$ cat config.mk
export PLATFORM = sky130hd
export DESIGN_NAME = alacc_core
export DESIGN_NICKNAME = d
export VERILOG_FILES = /design/src/alacc_pkg.sv /design/src/alacc_core.sv
export SDC_FILE = /design/constraint.sdc
export NUM_CORES = 1
export LEC_CHECK = 0
export ABC_AREA = 1
export BUFFER_PORTS_ARGS = -buffer_cell sky130_fd_sc_hd__buf_4
export CAP_MARGIN = 20
export CORE_ASPECT_RATIO = 1.1
export CORE_MARGIN = 5
export CORE_UTILIZATION = 38
export DETAILED_ROUTE_END_ITERATION = 10
export PLACE_DENSITY = 0.74
export SYNTH_ARGS = -nofsm -noshare
export SYNTH_HDL_FRONTEND = slang
export SYNTH_SLANG_ARGS = --single-unit
$ cat constraint.sdc
create_clock -name clk -period 0.8 [get_ports clk]
set_input_delay 0.08 -clock clk [delete_from_list [all_inputs] [get_ports clk]]
set_output_delay 0.08 -clock clk [all_outputs]
set_load 0.1 [all_outputs]
$ cat src/alacc_pkg.sv
`default_nettype none
package alacc_pkg;
   localparam int          ALACC_IW         = 10;
   localparam int          ALACC_DW         = 4;
   localparam logic [5:0]  ALACC_OP_RAM_XOR = 6'h2C;
   localparam logic [9:0]  ALACC_OP_CLK     = 10'h252;
   localparam logic [9:0]  ALACC_OP_PULLUP0 = 10'h257;
   localparam logic [3:0]  ALACC_ACC_RST    = 4'h0;
   localparam logic [3:0]  ALACC_X_RST      = 4'h0;
   localparam logic [3:0]  ALACC_YZ_RST     = 4'h0;
   localparam logic        ALACC_CARRY_RST  = 1'h0;
   localparam logic        ALACC_DONE_RST   = 1'h0;

   // Decoded operation, one-hot.
   typedef enum logic [3:0] {
      ALACC_NONE    = 4'h1,
      ALACC_RAM     = 4'h2,
      ALACC_CLK     = 4'h4,
      ALACC_PULLUP0 = 4'h8
   } alacc_op_t;

   // Data pointer with its X part separate from the rest.
   typedef struct packed {
      logic [3:0] x;
      logic [3:0] yz;
   } alacc_ptr_t;
endpackage
`default_nettype wire

$ cat src/alacc_core.sv
`default_nettype none
module alacc_core
   import alacc_pkg::*;
(
   input  wire logic             clk,
   input  wire logic             rst,
   input  wire logic             instr_valid,
   input  wire logic [9:0]       instr,
   input  wire logic [3:0]       ram_rdata,
   input  wire logic [3:0]       clock_control_reg,
   input  wire logic [3:0]       pullup_control_reg0,
   input  wire logic             carry_in,
   output logic       [3:0]      acc,
   output alacc_ptr_t            ram_data_pointer,
   output logic                  carry_flag,
   output logic                  done
);
   // Accumulator state.
   logic [3:0]  acc_reg;
   logic [3:0]  acc_next;

   // Data pointer state; only its X part is ever moved here.
   alacc_ptr_t  ptr_reg;
   alacc_ptr_t  ptr_next;

   // Status state: the carry copy and the completion pulse.
   logic        carry_reg;
   logic        carry_next;
   logic        done_reg;
   logic        done_next;

   // Decode results; op is shared by all three state groups, imm and x_flipped feed only the pointer.
   alacc_op_t   op;
   logic [3:0]  imm;
   logic [3:0]  x_flipped;

   // Sorts a word into one of the three loads or into nothing. The memory load
   // is matched on its upper six bits only, because its low four bits carry the
   // immediate; the two register loads must match all ten bits, so a word one
   // bit away from either of them is ignored rather than half executed.
   function automatic alacc_op_t decode(input logic [9:0] w);
      if (w[9:4] == ALACC_OP_RAM_XOR) begin
         decode = ALACC_RAM;
      end else if (w == ALACC_OP_CLK) begin
         decode = ALACC_CLK;
      end else if (w == ALACC_OP_PULLUP0) begin
         decode = ALACC_PULLUP0;
      end else begin
         decode = ALACC_NONE;
      end
   endfunction

   // An unqualified slot decodes to nothing, so a word left standing on the
   // instruction lines between slots can never be executed a second time.
   assign op  = instr_valid ? decode(instr) : ALACC_NONE;
   assign imm = instr[3:0];

   // One exclusive OR per bit of X; the immediate may flip any mix of them.
   for (genvar b = 0; b < 4; b++) begin : g_x_flip
      assign x_flipped[b] = ptr_reg.x[b] ^ imm[b];
   end

   // Accumulator next value. The memory nibble arrives for the pointer as it
   // stands in this cycle, so the load always sees the pointer before its
   // update, even though both land on the same clock edge.
   always_comb begin
      acc_next = acc_reg;
      case (op)
         ALACC_RAM: begin
            acc_next = ram_rdata;
         end
         ALACC_CLK: begin
            acc_next = clock_control_reg;
         end
         ALACC_PULLUP0: begin
            acc_next = pullup_control_reg0;
         end
         default: begin
            acc_next = acc_reg;
         end
      endcase
   end

   // Accumulator register.
   always_ff @(posedge clk or posedge rst) begin
      if (rst) begin
         acc_reg <= ALACC_ACC_RST;
      end else begin
         acc_reg <= acc_next;
      end
   end

   // Pointer next value. Only X moves; the rest of the pointer is held, so a
   // run of memory loads walks within one row and never drifts to another.
   always_comb begin
      ptr_next = ptr_reg;
      case (op)
         ALACC_RAM: begin
            ptr_next.x = x_flipped;
         end
         default: begin
            ptr_next = ptr_reg;
         end
      endcase
   end

   // Pointer register.
   always_ff @(posedge clk or posedge rst) begin
      if (rst) begin
         ptr_reg.x  <= ALACC_X_RST;
         ptr_reg.yz <= ALACC_YZ_RST;
      end else begin
         ptr_reg <= ptr_next;
      end
   end

   // Status next values. None of these loads alters the carry, so the flag
   // just follows the core's carry one cycle late; done marks a taken word.
   // The limitation is that a carry change made elsewhere shows here a cycle
   // late, which is the price of keeping every output on a flip-flop.
   always_comb begin
      carry_next = carry_in;
      done_next  = ALACC_DONE_RST;
      case (op)
         ALACC_RAM: begin
            done_next = 1'h1;
         end
         ALACC_CLK: begin
            done_next = 1'h1;
         end
         ALACC_PULLUP0: begin
            done_next = 1'h1;
         end
         default: begin
            done_next = ALACC_DONE_RST;
         end
      endcase
   end

   // Status registers.
   always_ff @(posedge clk or posedge rst) begin
      if (rst) begin
         carry_reg <= ALACC_CARRY_RST;
         done_reg  <= ALACC_DONE_RST;
      end else begin
         carry_reg <= carry_next;
         done_reg  <= done_next;
      end
   end

   // Every output comes straight from its register.
   assign acc              = acc_reg;
   assign ram_data_pointer = ptr_reg;
   assign carry_flag       = carry_reg;
   assign done             = done_reg;

   // The checks below decode the raw word themselves instead of reusing the
   // decode function, so that a fault in the decoder cannot hide itself.

   // The accumulator takes the nibble that stood at the old pointer.
   ram_load_a: assert property (@(posedge clk) disable iff (rst)
      (instr_valid && instr[9:4] == ALACC_OP_RAM_XOR)
      |=> acc == $past(ram_rdata))
      else $error("Memory load took the wrong nibble.");

   // X flips by the immediate and nothing else in the pointer moves.
   ptr_xor_a: assert property (@(posedge clk) disable iff (rst)
      (instr_valid && instr[9:4] == ALACC_OP_RAM_XOR)
      |=> ram_data_pointer.x == ($past(ram_data_pointer.x) ^ $past(instr[3:0]))
         && $stable(ram_data_pointer.yz))
      else $error("Pointer X update wrong.");

   // Every immediate value is taken as a memory load within one cycle.
   ram_done_a: assert property (@(posedge clk) disable iff (rst)
      (instr_valid && instr[9:4] == ALACC_OP_RAM_XOR)
      |=> done)
      else $error("Memory load not completed.");

   // The clock control value lands in the accumulator in one cycle.
   clk_load_a: assert property (@(posedge clk) disable iff (rst)
      (instr_valid && instr == ALACC_OP_CLK)
      |=> acc == $past(clock_control_reg) && done)
      else $error("Clock control load wrong.");

   // The clock control load leaves the carry and the pointer alone.
   clk_side_a: assert property (@(posedge clk) disable iff (rst)
      (instr_valid && instr == ALACC_OP_CLK)
      |=> carry_flag == $past(carry_in) && $stable(ram_data_pointer))
      else $error("Clock control load disturbed other state.");

   // The pull-up value lands in the accumulator in one cycle.
   pullup_load_a: assert property (@(posedge clk) disable iff (rst)
      (instr_valid && instr == ALACC_OP_PULLUP0)
      |=> acc == $past(pullup_control_reg0) && done)
      else $error("Pull-up load wrong.");

   // The pull-up load leaves the carry and the pointer alone.
   pullup_side_a: assert property (@(posedge clk) disable iff (rst)
      (instr_valid && instr == ALACC_OP_PULLUP0)
      |=> carry_flag == $past(carry_in) && $stable(ram_data_pointer))
      else $error("Pull-up load disturbed other state.");

   // The carry is never changed by this block in any slot.
   carry_follow_a: assert property (@(posedge clk) disable iff (rst)
      1'h1 |=> carry_flag == $past(carry_in))
      else $error("Carry altered.");

   // An empty slot changes nothing and completes nothing.
   idle_hold_a: assert property (@(posedge clk) disable iff (rst)
      !instr_valid |=> $stable(acc) && $stable(ram_data_pointer) && !done)
      else $error("State changed without instruction.");

   // A word outside the three loads is refused without a trace.
   foreign_hold_a: assert property (@(posedge clk) disable iff (rst)
      (instr_valid && instr[9:4] != ALACC_OP_RAM_XOR && instr != ALACC_OP_CLK
         && instr != ALACC_OP_PULLUP0)
      |=> $stable(acc) && $stable(ram_data_pointer) && !done)
      else $error("Foreign word changed state.");

   // Completion only ever follows a qualified slot.
   done_source_a: assert property (@(posedge clk) disable iff (rst)
      done |-> $past(instr_valid))
      else $error("Completion without a slot.");
endmodule
`default_nettype wire

==> impl_metrics.ini <==
[drt]
top_layer_used = met4
drt-wirelength-per-cell_um = 12.47
route.detailed.drc = 0
vias = 714
wl_met2_um = 1029
antenna_left = 0
wl_met3_um = 203
totalWireLength_um = 1896
drt_first_pass_iters = 4
drt_iter0_markers = 8
via_per_inst = 4.697
wl_met1_um = 629

[yosys]
synth-seq-area-share = 0.3676
synth-edff-count = 0
synthTopCellsByArea = dfrtp_1 (37%), nand2_1 (15%), nand4_1 (8.3%)
synth-seq-cells = 10
yosysTopAreaCell = dfrtp_1
synth.most_common_cell = nand2_1
yosysTopAreaCellShare = 0.3676
syn_inst = 87
yosys_warnings = 0
ys_types = 18
netlist_area_sq_um = 680.7
syn_area_per_cell_sq_um = 7.824
synth_commonest_cells = nand2_1 (28), dfrtp_1 (10), inv_1 (10), nand4_1 (9)
synth_ff_type = dfrtp_1
postSynth.asyncResetShare = 1.000

[worst_hold_path]
min_path_type = primary input to flop

[place]
portBuffers = 35
dp_slack_ps = -329.2
gp_routability_congestion = 0.8262
hpwl_um = 1487

[power_and_ir_drop]
p_per_area_nw_per_um2 = 1825
p_leak_nw = 0.6732
ir_drop_mv = 0.9915
report.power.total_mw = 2.338

[critical_path]
crit_chain = buf_12
critical_path_depth = 1
path_buf_inv = 1
critPathLaunch = ram_data_pointer[7]
crit_end = ram_data_pointer[7]
critical-path-slowest-cell = dfrtp_4
r2r_cells = 2
cp_top_family = flip-flops
cp_max_fo = 2
r2r_start = ram_data_pointer[7]
required_ps = 720
critPathCaptureType = primary output
arrival_ps = 940
critPathKind = flop to primary output
r2r_end = ram_data_pointer[7]
slowest_delay_ps = 500
startpoint_type = flop
r2r_slack_ps = -50

[clock_tree]
cts.clk_slew.worst_paths_ps = 70
cts_buffers = 3
h-tree-depth = 1
cts.sinks = 10
clockBufferDepth = 2
clk_latency_ps = 260
cts_tree = built
root_buffer = clkbuf_4

[cells_and_area]
drive_gt1_frac = 0.5970
antenna_cells = 0
area_growth_pct = 88.24
final_nets = 161

[global_routing]
gr-total-overflow = 0
grt_pass1_vias = 730
antenna_found_initial = 0
grt_pass1_wl_um = 2849
grt_usage = 0.1339
grt_max_degree = 11

[floorplan]
core_sq_um = 1742
fp-row-count = 16
initial_utilization = 0.3908
dieArea_sq_um = 2738
io_pins = 40
die_x_um = 50.35
die_h_um = 54.39

[sta]
hold_viol_final = 0
clock_skew_ps = 0
fmax_mhz = 979.9
setup_ws_ps = -220.5
slew_violations = 0
setup_viol = 15
timing.final.crit_share = 1.276
min_period_ps = 1021
rsz0062_at_grt = yes

[status]
outcome = finished, violations left
violations = negative setup slack

[job]
maxCapViolations = 0
-- area by class of cell --
cell class | count | area, sq um
fill | 125 | 460.4
sequential | 10 | 270.3
clock buffer | 4 | 36.28
inverter | 12 | 55.05
tap | 18 | 22.52
multi-input combinational | 64 | 424.2
timing repair buffer | 44 | 473.0
-- cell usage in the layout (no fill, tap or decap), types with 2 or more instances in the layout --
cell / count
nand3_1: 4
inv_1: 8
buf_12: 8
buf_6: 8
conb_1: 4
nand3_4: 3
nor2_1: 2
nor2_2: 3
nand4_1: 9
dlygate4sd3_1: 2
xnor2_2: 3
nand2_2: 5
dfrtp_4: 3
nor2_4: 3
dfrtp_2: 7
nand2_1: 24
inv_2: 2
buf_4: 25
clkbuf_4: 3
-- repair_timing --
item / 4_1_cts / 5_1_grt
pin swaps: 8 / 1
endpoints found under the hold margin: 11 / 0
buffers inserted: 3 / 3
hold buffers: 2 / 0
endpoints found under the setup margin: 18 / 17
gates resized for setup: 31 / 16
-- per-layer routing --
metal | vias up | track usage
li1 | 361 | -
met1 | 313 | 0.1325
met2 | 34 | 0.2510
met3 | 6 | 0.04360
met4 | 0 | 0.06809
met5 | - | 0
-- where the power goes --
part           switching, mW  leakage [nW]  internal (mW)
clock network          0.172        0.0210          0.276
registers             0.0824         0.117          0.596
logic                  0.747         0.535          0.464
total                   1.00         0.673           1.34
-- stage by stage --
| stage | TNS [ps] | area (sq um) | utilization | hold WS, ps | std cells |
|---|---|---|---|---|---|
| floorplan | -978.7 | 734.5 | - | -80.22 | 90 |
| global placement | -2364 | 1012 | 0.5812 | 67.90 | 142 |
| detailed placement | -2551 | 1012 | 0.5812 | 80.39 | 142 |
| CTS | -1664 | 1212 | 0.6961 | 109.5 | 151 |
| global route | -2396 | 1281 | 0.7356 | 103.4 | 152 |
| finish | -1724 | 1281 | 0.7356 | 106.2 | 152 |
-- cell families (layout without fill, tap and decap cells) --
family	after synthesis	count (layout)	synth area share
and+or+nand+nor	56	56	0.4614
buffers and inverters	16	60	0.1140
DFF	10	10	0.3676
xor gates and xnor gates	4	4	0.05148
other	1	4	0.005509
-- worst min-delay path by stage --
stage          startpoint             endpoint  slack, ps  cells past startpoint
2_1_floorplan         rst  ram_data_pointer[5]        -80                      1
3_3_place_gp          rst  ram_data_pointer[6]         70                      2
3_5_place_dp          rst  ram_data_pointer[7]         80                      2
4_1_cts          instr[2]  ram_data_pointer[6]        110                      3
5_1_grt          instr[0]  ram_data_pointer[4]        100                      3
6_report         instr[0]  ram_data_pointer[4]        110                      3
Note: power is estimated with default switching activity, not from simulation.
